[config.mk]
export PLATFORM = sky130hd
export DESIGN_NAME = ccdr_top
export DESIGN_NICKNAME = d
export VERILOG_FILES = /design/src/design/ccdr_pkg.sv /design/src/design/ccdr_top.sv /design/src/design/ccdr_tsg.sv
export SDC_FILE = /design/constraint.sdc
export NUM_CORES = 1
export LEC_CHECK = 0
export ABC_CLOCK_PERIOD_IN_PS = 2300
export BUFFER_PORTS_ARGS = -buffer_cell sky130_fd_sc_hd__buf_4
export CAP_MARGIN = 40
export CORE_MARGIN = 10
export CORE_UTILIZATION = 30
export CTS_CLUSTER_DIAMETER = 50
export DETAILED_ROUTE_END_ITERATION = 10
export PLACE_DENSITY = 0.49
export SYNTH_ARGS = -nofsm -noshare
export SYNTH_HDL_FRONTEND = slang
export SYNTH_SLANG_ARGS = --single-unit
[constraint.sdc]
create_clock -name i_clk -period 2.3 [get_ports i_clk]
set_input_delay 0.23 -clock i_clk [delete_from_list [all_inputs] [get_ports i_clk]]
set_output_delay 0.23 -clock i_clk [all_outputs]
set_load 0.005 [all_outputs]
[src/design/ccdr_pkg.sv]
// Shared constants and carrier types of the CCD readout serializer
package ccdr_pkg;
  // Clocking: system clock, link bit rate and sequencer step
  localparam int CLK_MHZ = 100;
  localparam int LINK_MBPS = 32;
  localparam int STEP_NS = 125;
  localparam int BITS_PER_STEP = STEP_NS * LINK_MBPS / 1000;
  localparam logic [7:0] ACC_INC = 8'(LINK_MBPS);
  localparam logic [7:0] ACC_MOD = 8'(CLK_MHZ);
  localparam logic [1:0] BCNT_LAST = 2'(BITS_PER_STEP - 1);

  // Analogue settling and conversion windows
  localparam int SETTLE_1PCT_NS = 474;
  localparam int SETTLE_LSB_NS = 766;
  localparam int CONV_ACQ_NS = 250;
  localparam int CONV_MSB_NS = 650;
  localparam int ACQ_STEPS = (CONV_ACQ_NS + STEP_NS - 1) / STEP_NS;
  localparam int MSB_STEPS = CONV_MSB_NS / STEP_NS;

  // Step indices inside one 16-step pixel
  localparam logic [3:0] STEP_RESET = 4'h0;
  localparam logic [3:0] STEP_CLAMP_OFF = 4'h7;
  localparam logic [3:0] STEP_VIDEO = 4'h8;
  localparam logic [3:0] STEP_TRACK = 4'h9;
  localparam logic [3:0] STEP_H3_ON = 4'hc;
  localparam logic [3:0] STEP_STIM_END = 4'hd;
  localparam logic [3:0] STEP_SAMPLE = 4'he;
  localparam logic [3:0] STEP_GUARD = 4'hf;
  localparam logic [3:0] STEP_LOAD = 4'h9;
  localparam logic [3:0] STEP_MSB_END = 4'(STEP_SAMPLE + 4'(MSB_STEPS));

  // Link word layout
  localparam int WORD_BITS = 64;
  localparam int FIELD_BITS = 16;
  localparam int CHAINS = 4;
  localparam logic [6:0] WORD_SHIFTS = 7'(WORD_BITS - 1);
  localparam logic [63:0] EOS_CODE = 64'hfffe_0001_fffe_0001;

  // Register map and fields
  localparam logic [7:0] ADR_CTRL = 8'h00;
  localparam logic [7:0] ADR_STATUS = 8'h04;
  localparam logic [7:0] ADR_COUNT = 8'h08;
  localparam logic [4:0] CTRL_RESET = 5'h04;
  localparam int CTRL_TSG = 0;
  localparam int CTRL_STEST = 1;
  localparam int CTRL_LINK = 2;
  localparam int CTRL_NAP = 3;
  localparam int CTRL_STIM = 4;
  localparam int STAT_EOS = 0;
  localparam int STAT_NAP = 1;
  localparam int STAT_RD = 2;
  localparam int STAT_STEP_LSB = 4;

  // Pin synchroniser lanes
  localparam int PIN_RD = 0;
  localparam int PIN_FLUSH = 1;
  localparam int PIN_FRAME = 2;
  localparam int PIN_NAP = 3;

  typedef struct packed {
    logic ccd_rst;
    logic h3;
    logic clamp_n;
    logic iso;
    logic convst_n;
    logic stim_n;
  } ccdr_seq_t;

  localparam ccdr_seq_t SEQ_IDLE = '{ccd_rst: 1'b0, h3: 1'b0,
    clamp_n: 1'b1, iso: 1'b0, convst_n: 1'b1, stim_n: 1'b1};

  typedef struct packed {
    logic [3:0][13:0] smp;
  } ccdr_adc_t;
endpackage

[src/design/ccdr_top.sv]
// CCD readout serializer: CDS timing, 64-bit link framing, Wishbone regs
//
// Chosen here: the Wishbone register port and the register addresses.
`timescale 1ns/1ns
`default_nettype none
// How it works
// - Clamp closes in the same step as the output-node reset pulse.
// - Clamp opens one step before the third horizontal phase falls.
// - ADC sample strobe sits one step before the video phase ends.
// - Isolation switch is tracking before the ADC samples.
// - Reset and video phases are long enough for analogue settling.
// - Converted samples leave on one serial line at 32 Mbps.
// - Each chain gives a 2-bit port id plus its 14-bit sample.
// - Four chain fields form one gapless 64-bit word per pixel.
// - An end-of-sequence word follows every flush and every frame.
// - Local generator drives node reset, h3, clamp, isolation, convert and stimulus alone.
// - A self-test pattern can replace image words on the link.
// - Bias control lines from the digital board pass through.
// - ADC nap control follows the digital board command; the CTRL_NAP bit also forces nap on.
// - The local sequencer steps at 125 ns, derived from the link bit rate.
// - Only the convert strobe toggles (its rise) in the first 250 ns of a conversion.
// - Only clamp opening may toggle after 650 ns of conversion.
module ccdr_top
  import ccdr_pkg::*;
(
  input wire logic i_clk,
  input wire logic i_arst_n,
  input wire logic i_wb_cyc,
  input wire logic i_wb_stb,
  input wire logic i_wb_we,
  input wire logic [7:0] i_wb_adr,
  input wire logic [3:0] i_wb_sel,
  input wire logic [31:0] i_wb_dat,
  output logic o_wb_ack,
  output logic [31:0] o_wb_dat,
  input wire ccdr_adc_t i_adc,
  input wire ccdr_seq_t i_ext_seq,
  input wire logic [7:0] i_bias_ctl,
  input wire logic i_nap_cmd,
  input wire logic i_rd_en,
  input wire logic i_flush_done,
  input wire logic i_frame_done,
  output ccdr_seq_t o_seq,
  output logic [7:0] o_bias_ctl,
  output logic o_adc_nap,
  output logic o_lnk_data,
  output logic o_lnk_word,
  output logic o_lnk_act
);
  typedef struct packed {
    logic [7:0] acc;
    logic [1:0] bcnt;
    logic [4:0] ctrl;
    logic ack;
    logic [31:0] rdat;
    ccdr_adc_t adc_s1;
    ccdr_adc_t adc_s2;
    ccdr_seq_t ext_s1;
    ccdr_seq_t ext_s2;
    ccdr_seq_t seq;
    logic [7:0] bias_s1;
    logic [7:0] bias_s2;
    logic [7:0] bias;
    logic [3:0] pin_s1;
    logic [3:0] pin_s2;
    logic [3:0] pin_s3;
    logic nap;
    logic [63:0] sr;
    logic [6:0] left;
    logic word;
    logic act;
    logic eos_pend;
    logic [15:0] pat;
    logic [15:0] words;
    logic [15:0] eoss;
  } ccdr_top_st_t;

  ccdr_top_st_t st_q;
  ccdr_top_st_t st_d;

  logic bit_tick;
  logic step_tick;
  logic word_slot;
  logic load_pix;
  logic load_pat;
  logic load_eos;
  logic eos_evt;
  logic wb_req;
  logic [3:0] tsg_step;
  ccdr_seq_t tsg_seq;

  // Chain 0 lands in the top field, so it goes out first
  function automatic logic [63:0] pack_word(input ccdr_adc_t a);
    logic [63:0] w;
    w = '0;
    for (int k = 0; k < CHAINS; k++)
      w[WORD_BITS - 1 - FIELD_BITS * k -: FIELD_BITS] =
        {2'(k), a.smp[k]};
    return w;
  endfunction

  function automatic logic [31:0] reg_read(input logic [7:0] adr,
                                           input ccdr_top_st_t s,
                                           input logic [3:0] step);
    logic [31:0] r;
    r = '0;
    unique case (adr)
      ADR_CTRL:
        r[4:0] = s.ctrl;
      ADR_STATUS:
      begin
        r[STAT_EOS] = s.eos_pend;
        r[STAT_NAP] = s.nap;
        r[STAT_RD] = s.pin_s2[PIN_RD];
        r[STAT_STEP_LSB +: 4] = step;
      end
      ADR_COUNT:
        r = {s.eoss, s.words};
      default:
        r = '0;
    endcase
    return r;
  endfunction

  ccdr_tsg u_tsg (
    .i_clk(i_clk),
    .i_arst_n(i_arst_n),
    .i_step_tick(step_tick),
    .i_stim_en(st_q.ctrl[CTRL_STIM]),
    .o_step(tsg_step),
    .o_seq(tsg_seq)
  );

  // 100 MHz cannot divide to 32 MHz evenly, so a fractional accumulator
  // makes the bit ticks (3 or 4 cycles apart); steps are every 4th bit
  assign bit_tick = st_q.acc >= (ACC_MOD - ACC_INC);
  assign step_tick = bit_tick && (st_q.bcnt == BCNT_LAST);

  // One word slot per pixel: 16 steps of 4 bits carry exactly 64 bits
  assign word_slot = step_tick && (tsg_step == STEP_LOAD);
  assign load_eos = word_slot && st_q.ctrl[CTRL_LINK] && st_q.eos_pend;
  assign load_pat = word_slot && st_q.ctrl[CTRL_LINK] && !st_q.eos_pend
    && st_q.ctrl[CTRL_STEST];
  assign load_pix = word_slot && st_q.ctrl[CTRL_LINK] && !st_q.eos_pend
    && !st_q.ctrl[CTRL_STEST] && st_q.pin_s2[PIN_RD];
  assign eos_evt = (st_q.pin_s2[PIN_FLUSH] && !st_q.pin_s3[PIN_FLUSH]) ||
    (st_q.pin_s2[PIN_FRAME] && !st_q.pin_s3[PIN_FRAME]);
  assign wb_req = i_wb_cyc && i_wb_stb;

  always_comb
  begin
    st_d = st_q;
    st_d.acc = bit_tick ? st_q.acc + ACC_INC - ACC_MOD : st_q.acc + ACC_INC;
    if (bit_tick)
      st_d.bcnt = st_q.bcnt + 2'h1;

    // Two-stage synchronisers for every pin from the other boards
    st_d.adc_s1 = i_adc;
    st_d.adc_s2 = st_q.adc_s1;
    st_d.ext_s1 = i_ext_seq;
    st_d.ext_s2 = st_q.ext_s1;
    st_d.bias_s1 = i_bias_ctl;
    st_d.bias_s2 = st_q.bias_s1;
    st_d.pin_s1 = {i_nap_cmd, i_frame_done, i_flush_done, i_rd_en};
    st_d.pin_s2 = st_q.pin_s1;
    st_d.pin_s3 = st_q.pin_s2;

    st_d.bias = st_q.bias_s2;
    st_d.nap = st_q.pin_s2[PIN_NAP] || st_q.ctrl[CTRL_NAP];
    // External timing is only as clean as the main sequencer makes it
    st_d.seq = st_q.ctrl[CTRL_TSG] ? tsg_seq : st_q.ext_s2;

    // Serializer: shift one bit per link tick, idle low between words
    if (bit_tick)
    begin
      st_d.word = 1'b0;
      if (st_q.left != 7'h00)
      begin
        st_d.sr = {st_q.sr[62:0], 1'b0};
        st_d.left = st_q.left - 7'h01;
      end
      else
      begin
        st_d.sr = '0;
        st_d.act = 1'b0;
      end
    end
    if (load_eos || load_pat || load_pix)
    begin
      st_d.left = WORD_SHIFTS;
      st_d.word = 1'b1;
      st_d.act = 1'b1;
    end
    if (load_eos)
    begin
      st_d.sr = EOS_CODE;
      st_d.eoss = st_q.eoss + 16'h0001;
    end
    if (load_pat)
    begin
      st_d.sr = {st_q.pat, ~st_q.pat, st_q.pat, ~st_q.pat};
      st_d.pat = st_q.pat + 16'h0001;
    end
    if (load_pix)
    begin
      st_d.sr = pack_word(st_q.adc_s2);
      st_d.words = st_q.words + 16'h0001;
    end
    // A flush or frame end in the sending slot is not lost: set wins
    st_d.eos_pend = eos_evt || (st_q.eos_pend && !load_eos);

    // Wishbone classic: ack one cycle after the strobe, write at ack edge
    st_d.ack = wb_req && !st_q.ack;
    if (wb_req && !st_q.ack)
      st_d.rdat = reg_read(i_wb_adr, st_q, tsg_step);
    if (wb_req && st_q.ack && i_wb_we && i_wb_adr == ADR_CTRL && i_wb_sel[0])
      st_d.ctrl = i_wb_dat[4:0];
  end

  always_ff @(posedge i_clk or negedge i_arst_n)
  begin
    if (!i_arst_n)
    begin
      st_q <= '0;
      st_q.ctrl <= CTRL_RESET;
      st_q.ext_s1 <= SEQ_IDLE;
      st_q.ext_s2 <= SEQ_IDLE;
      st_q.seq <= SEQ_IDLE;
    end
    else
      st_q <= st_d;
  end

  assign o_wb_ack = st_q.ack;
  assign o_wb_dat = st_q.rdat;
  assign o_seq = st_q.seq;
  assign o_bias_ctl = st_q.bias;
  assign o_adc_nap = st_q.nap;
  assign o_lnk_data = st_q.sr[WORD_BITS - 1];
  assign o_lnk_word = st_q.word;
  assign o_lnk_act = st_q.act;
endmodule
`default_nettype wire

[src/design/ccdr_tsg.sv]
// Local test sequence generator: per-pixel switch and strobe timing
`timescale 1ns/1ns
`default_nettype none
module ccdr_tsg
  import ccdr_pkg::*;
(
  input wire logic i_clk,
  input wire logic i_arst_n,
  input wire logic i_step_tick,
  input wire logic i_stim_en,
  output logic [3:0] o_step,
  output ccdr_seq_t o_seq
);
  typedef struct packed {
    logic [3:0] step;
    ccdr_seq_t seq;
  } ccdr_tsg_st_t;

  ccdr_tsg_st_t st_q;
  ccdr_tsg_st_t st_d;

  function automatic ccdr_seq_t decode(input logic [3:0] s,
                                       input logic stim);
    ccdr_seq_t r;
    r.ccd_rst = (s == STEP_RESET);
    r.clamp_n = (s >= STEP_CLAMP_OFF);
    r.h3 = (s >= STEP_H3_ON) || (s < STEP_VIDEO);
    r.iso = (s < STEP_TRACK);
    r.convst_n = (s != STEP_SAMPLE);
    // Stimulus kept clear of the conversion start edge
    r.stim_n = !(stim && s >= STEP_TRACK && s < STEP_STIM_END);
    return r;
  endfunction

  always_comb
  begin
    st_d = st_q;
    if (i_step_tick)
    begin
      st_d.step = st_q.step + 4'h1;
      st_d.seq = decode(st_d.step, i_stim_en);
    end
  end

  always_ff @(posedge i_clk or negedge i_arst_n)
  begin
    if (!i_arst_n)
    begin
      st_q.step <= STEP_GUARD;
      st_q.seq <= SEQ_IDLE;
    end
    else
      st_q <= st_d;
  end

  assign o_step = st_q.step;
  assign o_seq = st_q.seq;
endmodule
`default_nettype wire

Word level (Yosys, flattened, before mapping). Cells that the tools add are included.

Register bits after elaboration: 346. Bits in latches: 0. Bits in writable memories: 0. ROM bits: 0. Output and inout port bits: 51. Logic and storage cells: 130. Memories kept: 0.

$add $sub $neg: 8. Multipliers: 0. Div/mod/pow operators: 0. $lt $le $gt $ge: 7. Equal/unequal tests: 6. Shift operators: 0. Multiplexer cells: 15. Bitwise operators: 1. Reduce and logical (&&, ||, !) cells: 40.

Operators with widths (number): 64-bit 2-to-1 mux (4); 73-bit 2-to-1 mux (1); 16-bit by 1-bit adder with 16-bit output (second input constant) (3); 24-bit 2-to-1 mux (1); 1-bit logical AND (19); 16-bit NOT (1); 4-bit less-than comparator (second input constant) (3); 9-bit 2-to-1 mux (1); 3-bit one-hot mux with 3 select lines (1); 8-bit by 6-bit adder with 8-bit output (second input constant) (1); 8-bit by 3-bit == test with 1-bit output (second input constant) (1); 8-bit by 4-bit == test with 1-bit output (second input constant) (1); 4-bit greater-or-equal comparator (second input constant) (2); 8-bit by 7-bit greater-or-equal comparator with 1-bit output (second input constant) (1); 8-bit logical NOT (1); 8-bit 2-to-1 mux (1); 8-bit by 7-bit subtractor with 8-bit output (second input constant) (1); 1-bit logical NOT (7); 7-bit 2-to-1 mux (1); 7-bit nonzero test (1); 7-bit by 1-bit subtractor with 7-bit output (second input constant) (1); 1-bit logical OR (6); 6-bit 2-to-1 mux (1); 3-bit one-hot mux with 2 select lines (1); other kinds (14) (16).

Depth between registers and ports, before layout. Gate-level depths: netlist of the first run.

Depth after elaboration: 10. Gate-level depth with buffers: 9. Gate-level depth less buffers: 7.

By module. From an unflattened synthesis of the first run, not the netlist that was laid out.

Cell total of the unflattened synthesis: 1081. Area, all modules: 13120.1 um2.

Modules (own cells, without submodules): ccdr_top (times used 1, cells each 1035, area each 12589.6 um2); ccdr_tsg (times used 1, cells each 46, area each 530.5 um2).

Least setup slack after synthesis of the first run. No wires, ideal clock.

Path type: register to register. From: reg st_q[331] (netlist name). To: reg st_q[112] (netlist name). Data arrival time: 2.156 ns. Data required time: 2.174 ns. Path slack: 0.018 ns. Cell stages (with the launch flop): 9. Buffers on the path: 2. Clock period less this slack: 2.282 ns. Path through: dfrtp_1 ha_1 or4b_4 a21oi_4 or3_1 buf_2 buf_4 nand2_1 a221o_1.

Word-level cells in the longest chain between the ends: 8.

Ends and longest elaborated chain: from (decl) (RTL line ccdr_top.sv:78) `ccdr_top_st_t st_q;`; from (signal assigned) (RTL line ccdr_top.sv:231) `st_q <= st_d;`; 8-bit by 7-bit greater-or-equal comparator with 1-bit output (*) (RTL line ccdr_top.sv:136) `assign bit_tick = st_q.acc >= (ACC_MOD - ACC_INC);`; 1-bit logical AND (RTL line ccdr_top.sv:137) `assign step_tick = bit_tick && (st_q.bcnt == BCNT_LAST);`; 1-bit logical AND (RTL line ccdr_top.sv:140) `assign word_slot = step_tick && (tsg_step == STEP_LOAD);`; 1-bit logical AND (RTL line ccdr_top.sv:141, ccdr_top.sv:142, ccdr_top.sv:144); 1-bit logical AND (on tied branches) (RTL line ccdr_top.sv:141, ccdr_top.sv:142, ccdr_top.sv:144); 64-bit 2-to-1 mux, or another cell as far along (RTL line ccdr_top.sv:194) `if (load_eos)`; 64-bit 2-to-1 mux / 1-bit logical AND (equally long branches) (RTL line ccdr_top.sv:199, ccdr_top.sv:145); 64-bit 2-to-1 mux / 4-bit nonzero test (equally long branches).

Mark *: on every way between the ends. The rest lies on a longest branch, timed or not. A chain may end at the register's enable or synchronous reset.

Worst setup path after layout of the first run.
From: reg st_q[331] (netlist name). To: reg st_q[77] (netlist name).

The elaborated chain is that of the path after synthesis.

==> results of run 1 <==
-- metal layers --
metal  up-vias  wire length [um]
li1       4338                 -
met2       209             15300
met3        55              1620
met5         -                 0
met4         0               847
met1      4451             14200
-- logic make-up (layout without fill, tap and decap cells) --
kind of cell	count (synthesis)	count (layout)	synth area share, %
fa+ha+maj	15	15	1.42
compound gates	206	206	9.63
xor+xnor	62	62	4.12
simple gates	360	360	12.9
mux	20	20	1.66
buf+inv	122	404	5.04
flops	343	343	65.2
-- power breakdown --
| part | leakage (nW) | switching [mW] | internal (mW) | total [mW] |
|---|---|---|---|---|
| logic | 3.19 | 0.212 | 0.251 | 0.463 |
| clock network | 0.795 | 2.78 | 4.63 | 7.41 |
| registers | 4.33 | 0.0460 | 6.20 | 6.25 |
-- final cells by class --
| class | count | share of cell area [%] |
|---|---|---|
| multi-input cells | 663 | 22.7 |
| flip-flops and latches | 343 | 48.5 |
| clock buffers | 56 | 7.10 |
| well taps | 585 | 4.13 |
| inverters | 14 | 0.296 |
| clock inverters | 30 | 2.08 |
| repair buffers | 304 | 15.2 |
-- Yosys cell counts (10+ instances only) --
cell and count:
a221o_1 13, xor2_1 18, dfstp_2 17, buf_4 47, a21oi_1 58, and3_1 23, clkbuf_1 35, nor2_1 42
buf_2 23, xnor2_1 44, nand4_1 10, nand3_1 58, a22oi_1 12, mux2_2 15, nor3_1 10, o21ai_0 71
ha_1 15, nand2_1 169, nor4_1 10, dfrtp_1 326, inv_1 14
-- critical path, stage by stage, from the launching register on --
cell and delay [ps]:
dfrtp_1 410, inv_1 70, ha_2 170, or4b_4 480, a21oi_4 300, or3_4 240
clkbuf_16 160, nand2_1 50, a221o_1 280
-- cells in the final DEF, fill, tap and decap left out, types with 14 or more instances in the layout --
master / count
dfrtp_1: 326
buf_4: 208
nand2_1: 161
dlygate4sd3_1: 80
o21ai_0: 71
nand3_1: 58
a21oi_1: 57
clkbuf_16: 48
xnor2_1: 44
nor2_1: 42
and3_1: 23
xor2_1: 18
dfstp_2: 17
mux2_2: 15
ha_1: 14
-- state kept, by name, summed over array words and instances, names as in the netlist, 4 cells and up --
register      cells
u_tsg.o_seq       6
st_d             86
o_bias_ctl        8
u_tsg.o_step      4
o_seq             6
o_wb_dat         32
st_q            196
-- worst paths after layout --
| check | slack (ps) | from | cells past startpoint | endpoint |
|---|---|---|---|---|
| setup / recovery | 20 | st_q[331]$_DFFE_PN0P_ | 8 | st_q[77]$_DFFE_PN0P_ |
| hold / removal | 90 | i_wb_adr[3] | 3 | o_wb_dat[3]$_DFFE_PN0P_ |
| setup reg to reg | 20 | st_q[331]$_DFFE_PN0P_ | 8 | st_q[77]$_DFFE_PN0P_ |
| hold reg to reg | 340 | st_d[227]$_DFF_PN0_ | 0 | st_q[227]$_DFF_PN0_ |
| max in group asynchronous | 1230 | i_arst_n | 3 | st_d[143]$_DFF_PN0_ |
| min in group asynchronous | 230 | i_arst_n | 2 | st_d[192]$_DFF_PN0_ |
-- what timing repair did --
| item | 4_1_cts | 5_1_grt |
|---|---|---|
| gates cloned | 0 | 2 |
| setup buffers | 1 | 6 |
| endpoints found under the hold margin | 139 | 0 |
| gates resized for setup | 4 | 20 |
| pin swaps | 1 | 16 |
| hold buffers | 80 | 0 |
| setup endpoints to repair | 29 | 63 |
==> impl_metrics.yaml, run 1 <==
status:
  status: "complete, no violations"
grt:
  met2_usage_pct: 19.8
  grt_pass1_vias: 9765
  overflow: 0
  grt_usage_pct: 12.1
  grt_pass1_wl_um: 52500
  globalRouteMet1Util_pct: 15.4
  antenna_found_initial: 0
  grt_start_max_net_pins: 69
  use_met3_pct: 3.07
  busiest_layer: "met2"
final_layout:
  finalInstanceArea_um2: 17700
  fill_cells: 4132
  fin_cells: 1995
  seqCellArea_um2: 8600
  diodes: 0
  area_delta_synth_final_pct: 34.4
  final_core_util_pct: 41.0
  layout-drive-gt1-share_pct: 26.2
  multiInputGateArea_um2: 4030
  nets: 1510
synthesis:
  ys_warn_count: 0
  yosys.area.top_type: "dfrtp_1"
  syn_inst: 1128
  synth_edf_count: 0
  synth_ff_type: "dfrtp_1"
  synthesis.area_um2: 13200
  synthTopCellsByArea: "dfrtp_1 62%, nand2_1 4.8%, dfstp_2 3.4%, xnor2_1 2.9%, o21ai_0 2.7%"
  synthArstFlopShare_pct: 100
  ys_ff_latch: 343
  yosysUniqueCellTypes: 52
  syn_nets: 1266
  ys_seq_area_share_pct: 65.2
  avgSynthCellArea_um2: 11.7
  yosysTopAreaCellShare_pct: 61.8
power_and_ir_drop:
  power.leakage_nw: 8.32
  power_mw: 14.1
  ir_worst_vdd_mv: 0.521
  power-per-cell-area_nw_per_um2: 797
route:
  num_vias: 9053
  wl_per_cell_um: 16.0
  drt-total-wl_um: 32000
  viasPerCell: 4.54
  drc_errors: 0
  drtIter0Drc: 586
  dr.pass1.iters: 7
  drtAntennaViolNets: 0
flow_run:
  cap_violations: 0
clocking:
  cts_tree: "built"
  clock_path_buffers: 3
  cts_made_buffers: 46
  clkSinkCount: 343
  cts_root_buf: "clkbuf_16"
  htreeDepth: 2
  clk-insertion-delay-late_ps: 570
  clk_pin_slew_ps: 60
sta:
  fin_skew_ps: 12.0
  period_share_pct: 99.0
  tns_ps: 0
  hold_violations: 0
  setup_slack_ps: 23.7
  finalSetupViolations: 0
  rsz0062_at_grt: "true"
  fmax_mhz: 439
  whs_ps: 94.7
  worst_pin_slew_ps: 687
  slew_viol_final: 0
  relSlewSlack_pct: 53.8
  post-route-min-period_ps: 2280
setup_path:
  end_kind: "flip-flop"
  cp.arrival_ps: 2730
  cp.required_ps: 2750
  crit_type: "flip-flop to flip-flop"
  critical_path.startpoint_type: "flip-flop"
  cp_max_fo: 7
place:
  placement.io_buffers: 143
  dpl.hpwl_um: 21500
  place_ws_ps: -104
  dp_cells: 1820
  gp_congestion: 0.794
  place_area_um2: 15100
floorplan:
  row_count: 76
  die_w_um: 230
  fp.dieH_um: 230
  core_area_um2: 43300
  fp.dieArea_um2: 52800
  start_util_pct: 30.5
  io_pins: 174
hold_path:
  hp-class: "input port to flip-flop"
No activity file was read; power rests on OpenSTA's default activity.
==> run 2: changes to the inputs <==
--- a/config.mk
+++ b/config.mk
@@ -5,7 +5,7 @@
 export SDC_FILE = /design/constraint.sdc
 export NUM_CORES = 1
 export LEC_CHECK = 0
-export ABC_CLOCK_PERIOD_IN_PS = 2300
+export ABC_AREA = 1
 export BUFFER_PORTS_ARGS = -buffer_cell sky130_fd_sc_hd__buf_4
 export CAP_MARGIN = 40
 export CORE_MARGIN = 10
@@ -13,6 +13,7 @@
 export CTS_CLUSTER_DIAMETER = 50
 export DETAILED_ROUTE_END_ITERATION = 10
 export PLACE_DENSITY = 0.49
+export SLEW_MARGIN = 20
 export SYNTH_ARGS = -nofsm -noshare
 export SYNTH_HDL_FRONTEND = slang
 export SYNTH_SLANG_ARGS = --single-unit
==> run 2 against run 1 <==
Effect of this change: power decreased by 1.5%; core utilization shrank 1.1 points; final area increased by 1.8%; largest cell class unchanged; fmax up 5.8%; sequential cell count unchanged; first-iteration DRC count fell by 7.5%; clock skew up 12 ps.
==> impl_metrics.yaml, run 2 <==
synthesis:
  yosys.cell_count.top_type: "nand2_1"
  ys_top_cells_by_count: "360 x nand2_1, 326 x dfrtp_1, 119 x nor2_1"
  ys_seq_area_share_pct: 63.0
  yosysUniqueCellTypes: 37
  syn_nets: 1521
  syn_inst: 1383
  synthesis.area_um2: 13600
  synth_ff_type: "dfrtp_1"
  yosysTopAreaCellShare_pct: 59.8
  ys_warn_count: 0
  synth_edf_count: 0
  synthTopCellsByArea: "dfrtp_1 60%, nand2_1 9.9%, nand3_1 3.9%, xor2_1 3.3%, dfstp_2 3.3%"
  synthArstFlopShare_pct: 100
  ys_ff_latch: 343
  avgSynthCellArea_um2: 9.87
  yosys.area.top_type: "dfrtp_1"
floorplan:
  core_area_um2: 45200
  start_util_pct: 30.2
  fp.dieArea_um2: 54400
  die_w_um: 233
  fp.dieH_um: 233
  row_count: 78
  io_pins: 174
status:
  status: "complete, no violations"
hold_path:
  hp-class: "input port to flip-flop"
sta:
  fin_skew_ps: 24.0
  fmax_mhz: 465
  rsz0062_at_grt: "true"
  relSlewSlack_pct: 59.3
  hold_violations: 0
  worst_pin_slew_ps: 605
  finalSetupViolations: 0
  period_share_pct: 93.5
  post-route-min-period_ps: 2150
  tns_ps: 0
  slew_viol_final: 0
final_layout:
  layout-drive-gt1-share_pct: 20.0
  largest_register_ffs: 196
  layout_commonest_cell: "nand2_1"
  regMostFlops: "st_q"
  nets: 1747
  diodes: 0
  fin_cells: 2245
  finalInstanceArea_um2: 18000
  final_cell_mix: "353 x nand2_1, 326 x dfrtp_1, 179 x buf_4, 113 x nor2_1, 105 x nand3_1"
  area_delta_synth_final_pct: 32.2
power_and_ir_drop:
  pwr-share-seq_pct: 44.9
  clkPwrFrac_pct: 51.9
  switching_share_pct: 21.7
  p_int_mw: 10.9
  ir_worst_vdd_mv: 0.487
  power.leakage_nw: 8.77
  power-per-cell-area_nw_per_um2: 771
  power_mw: 13.9
  power_frac_comb_pct: 3.2
  p_sw_mw: 3.02
place:
  placement.io_buffers: 143
  place_area_um2: 15400
  dpl.hpwl_um: 22000
  gp_congestion: 0.808
  dp_cells: 2072
clocking:
  cts_tree: "built"
  cts_root_buf: "clkbuf_16"
  clock_path_buffers: 3
  htreeDepth: 2
  cts_made_buffers: 46
  clk_pin_slew_ps: 60
  clk-insertion-delay-late_ps: 580
  clkSinkCount: 343
route:
  drtAntennaViolNets: 0
  dr.pass1.iters: 5
  wl_per_cell_um: 14.8
  drc_errors: 0
  drtIter0Drc: 542
  viasPerCell: 4.38
  num_vias: 9829
  drt-total-wl_um: 33100
setup_path:
  crit_top_cell: "nand2_1"
  slowest_stage: "dfstp_2"
  cp_max_fo: 10
  max_stage_delay_ps: 530
  cp.arrival_ps: 2680
  crit_type: "flip-flop to flip-flop"
  end_kind: "flip-flop"
  critical_path_buf_inv_count: 1
  cp_cell_sequence: "ha_1 > nand2_2 > nor3_4 > nand3_2 > nor2_4 > buf_12 > nand3_1 > nand2_1 > nand2_1 > nand2_1 > nand2_1 > nand2_1"
  cpLargestDelayFamily: "simple AND/OR/NAND/NOR gates"
  critical_path.startpoint_type: "flip-flop"
  cp.required_ps: 2830
grt:
  overflow: 0
  grt_start_max_net_pins: 59
  grt_usage_pct: 12.2
  grt_pass1_wl_um: 53500
  grt_pass1_vias: 10174
  antenna_found_initial: 0
flow_run:
  cap_violations: 0
-- run 2: cells by family after synthesis --
kind of cell	share of synthesized area, %
buffers and inverters	7.10
AOI/OAI and AO/OA	5.67
DFF	63.0
and+or+nand+nor	19.1
adders and majority gates	1.38
xor gates and xnor gates	3.34
muxes	0.330
-- run 2: worst paths after layout --
check,end,slack [ps],depth (start not counted),startpoint
setup / recovery,st_q[101]$_DFFE_PN0P_,150,12,u_tsg.o_step[0]$_DFFE_PN1N_
min in group asynchronous,st_q[322]$_DFFE_PN0P_,170,2,i_arst_n
max in group asynchronous,st_q[207]$_DFF_PN0_,1320,3,i_arst_n
hold / removal,o_wb_ack$_DFF_PN0_,120,4,i_wb_stb
hold reg to reg,o_bias_ctl[7]$_DFF_PN0_,340,0,st_d[142]$_DFF_PN0_
setup reg to reg,st_q[101]$_DFFE_PN0P_,150,12,u_tsg.o_step[0]$_DFFE_PN1N_
-- run 2: power groups by stage --
stage | logic (mW) | clock network (mW) | registers [mW]
6_report | 0.446 | 7.23 | 6.24
5_1_grt | 0.502 | 7.72 | 6.26
4_1_cts | 0.463 | 7.50 | 6.24
3_5_place_dp | 0.351 | 0 | 6.35
3_3_place_gp | 0.347 | 0 | 6.35
2_1_floorplan | 0.0581 | 0 | 6.33
-- run 2: what timing repair did --
item                                    CTS  global route
gates resized for setup                   0            19
endpoints found under the setup margin    0            67
hold endpoints to repair                214             0
hold buffers                             80             0
buffers inserted                          0             6
-- run 2: metrics by stage --
stage	setup WS (ps)	hold slack, ps	util [%]
after floorplan	392	-65.6	-
after global placement	83.9	189	34.2
after detailed placement	91.7	201	34.2
after CTS	75.8	71.3	39.5
after global routing	-64.8	122	39.9
final	149	118	39.9
-- run 2: area by class of cell --
class / count / area (um2)
clock buffers: 59 / 1290
clock inverters: 25 / 290
fillers: 4437 / 27100
inverters: 100 / 375
multi-input cells: 837 / 4150
flip-flops and latches: 343 / 8600
well taps: 600 / 751
repair buffers: 281 / 2580
-- run 2: worst min-delay path, cell delays in order --
cell	delay (ps)
buf_4	100
nand2_1	70
nor2_1	60
buf_4	170
-- run 2: routing by layer --
metal | GRT usage (%) | up-vias | routed length, um
li1 | - | 4834 | -
met1 | 15.4 | 4708 | 14600
met2 | 20.1 | 221 | 15700
met3 | 2.84 | 66 | 1870
met4 | 4.56 | 0 | 903
met5 | 0 | - | 0
==> run 3: changes to the inputs <==
--- a/config.mk
+++ b/config.mk
@@ -8,11 +8,13 @@
 export ABC_AREA = 1
 export BUFFER_PORTS_ARGS = -buffer_cell sky130_fd_sc_hd__buf_4
 export CAP_MARGIN = 40
+export CELL_PAD_IN_SITES_DETAIL_PLACEMENT = 1
+export CELL_PAD_IN_SITES_GLOBAL_PLACEMENT = 1
 export CORE_MARGIN = 10
 export CORE_UTILIZATION = 30
 export CTS_CLUSTER_DIAMETER = 50
 export DETAILED_ROUTE_END_ITERATION = 10
-export PLACE_DENSITY = 0.49
+export PLACE_DENSITY = 0.59
 export SLEW_MARGIN = 20
 export SYNTH_ARGS = -nofsm -noshare
 export SYNTH_HDL_FRONTEND = slang
==> run 3 against run 2 <==
Effect of this change: fmax about the same; power up 1.3%; global-route usage rose by 0.86 points; combinational power about the same; register-to-register slack about the same; final cell count down 0.45%; clock power rose by 2%; routed wire length rose by 6.9%; non-clock buffer count decreased by 9.
==> impl_metrics.yaml, run 3 (synthesis gave the netlist of run 2 again) <==
status:
  status: "complete, no violations"
sta:
  post-route-min-period_ps: 2150
  worst_pin_slew_ps: 598
  finalSetupViolations: 0
  period_share_pct: 93.6
  slew_viol_final: 0
  fmax_mhz: 465
  relSlewSlack_pct: 59.8
  fin_skew_ps: 29.3
  rsz0062_at_grt: "true"
  hold_violations: 0
floorplan:
  row_count: 78
  start_util_pct: 30.2
  die_w_um: 233
  fp.dieH_um: 233
  fp.dieArea_um2: 54400
  io_pins: 174
  core_area_um2: 45200
final_layout:
  final_core_util_pct: 39.5
  finalInstanceArea_um2: 17900
  nets: 1737
  regMostFlops: "st_q"
  final_cell_mix: "355 x nand2_1, 326 x dfrtp_1, 179 x buf_4, 117 x nor2_1, 105 x nand3_1"
  layout-drive-gt1-share_pct: 19.3
  diodes: 0
  largest_register_ffs: 196
  area_delta_synth_final_pct: 30.8
  layout_commonest_cell: "nand2_1"
power_and_ir_drop:
  ir_worst_vdd_mv: 0.565
  power.leakage_nw: 8.68
  power-per-cell-area_nw_per_um2: 789
  power_mw: 14.1
clocking:
  clkSinkCount: 343
  clk-insertion-delay-late_ps: 580
  htreeDepth: 2
  cts_made_buffers: 45
  clock_path_buffers: 3
  cts_root_buf: "clkbuf_16"
  clk_pin_slew_ps: 60
  cts_tree: "built"
setup_path:
  critPathCapture: "st_q[38]$_DFFE_PN0P_"
  reg2reg_from: "u_tsg.o_step[0]$_DFFE_PN1N_"
  rr_endpoint: "st_q[38]$_DFFE_PN0P_"
  cp_max_fo: 10
  critical_path.startpoint_type: "flip-flop"
  startpoint: "u_tsg.o_step[0]$_DFFE_PN1N_"
  end_kind: "flip-flop"
  r2r_setup_slack_ps: 150
  r2r_cells: 10
  cp.arrival_ps: 2640
  cp.required_ps: 2790
  crit_type: "flip-flop to flip-flop"
hold_path:
  min_path_cells: 4
  hp-class: "input port to flip-flop"
  min-delay-start: "i_wb_stb"
grt:
  grt_pass1_vias: 10787
  grt_usage_pct: 13.1
  overflow: 0
  grt_pass1_wl_um: 57500
  grt_start_max_net_pins: 74
  antenna_found_initial: 0
route:
  drt-total-wl_um: 35400
  wl_per_cell_um: 15.8
  num_vias: 9986
  viasPerCell: 4.47
  dr.pass1.iters: 4
  drtIter0Drc: 504
  drtAntennaViolNets: 0
  drc_errors: 0
place:
  gp_congestion: 0.775
  place_area_um2: 15400
  placement.io_buffers: 143
  dpl.hpwl_um: 23300
flow_run:
  cap_violations: 0
==> run 3: changes by cell type in the layout (fill, tap and decap cells not counted), sizes merged <==
cell	previous run	this run
clkbuf	62	54
buf	198	191
clkinv	11	15
bufinv	4	6
clkinvlp	5	4
==> run 3: how the worst min path moves through the flow <==
stage / endpoint / slack, ps
finish: o_wb_ack$_DFF_PN0_ / 140
global route: o_wb_ack$_DFF_PN0_ / 150
CTS: o_wb_ack$_DFF_PN0_ / 100
detailed placement: st_d[130]$_DFF_PN0_ / 180
global placement: st_d[130]$_DFF_PN0_ / 170
floorplan: o_adc_nap$_DFF_PN0_ / -70
==> run 3: metal layers <==
metal	global-route usage, %	vias to the layer above	share of wire (%)
met4	3.81	0	2.1
li1	-	4806	-
met3	3.42	49	5.3
met5	0	-	0
met1	16.6	4962	45
met2	21.5	169	47
==> run 3: area by class of cell <==
| cell class | count | area [um2] |
|---|---|---|
| inverter | 100 | 375 |
| tap | 600 | 751 |
| timing repair buffer | 272 | 2400 |
| clock buffer | 53 | 1220 |
| fill | 5036 | 27300 |
| sequential | 343 | 8600 |
| multi-input combinational | 837 | 4130 |
| clock inverter | 30 | 384 |
==> run 3: report_power, final <==
group | total [mW] | internal, mW | switching, mW
Clock | 7.40 | 4.53 | 2.87
Combinational | 0.445 | 0.235 | 0.209
Sequential | 6.24 | 6.19 | 0.0491
==> run 3: per-stage QoR <==
stage	instances	setup TNS (ps)	hold WS, ps	setup WS [ps]
after global placement	2069	0	173	154
after CTS	2233	0	101	1.05
after detailed placement	2070	0	178	92.2
after floorplan	1383	0	-65.6	392
final	2235	0	144	147
after global routing	2235	-387	147	-40.1
==> run 3: worst max-delay path: stages (launching register included) <==
cell and delay [ps]:
dfstp_2 530, ha_1 140, nand2_1 80, nor3_4 200, nand3_2 110, nor2_2 180, buf_4 220, nand2_2 110
buf_4 190, nor2_1 150, xor2_1 180
==> run 3: repair_timing <==
action,in CTS,in global routing
endpoints found under the setup margin,0,38
gates resized for setup,0,8
setup buffers,0,1
endpoints found under the hold margin,240,0
hold buffers,80,0
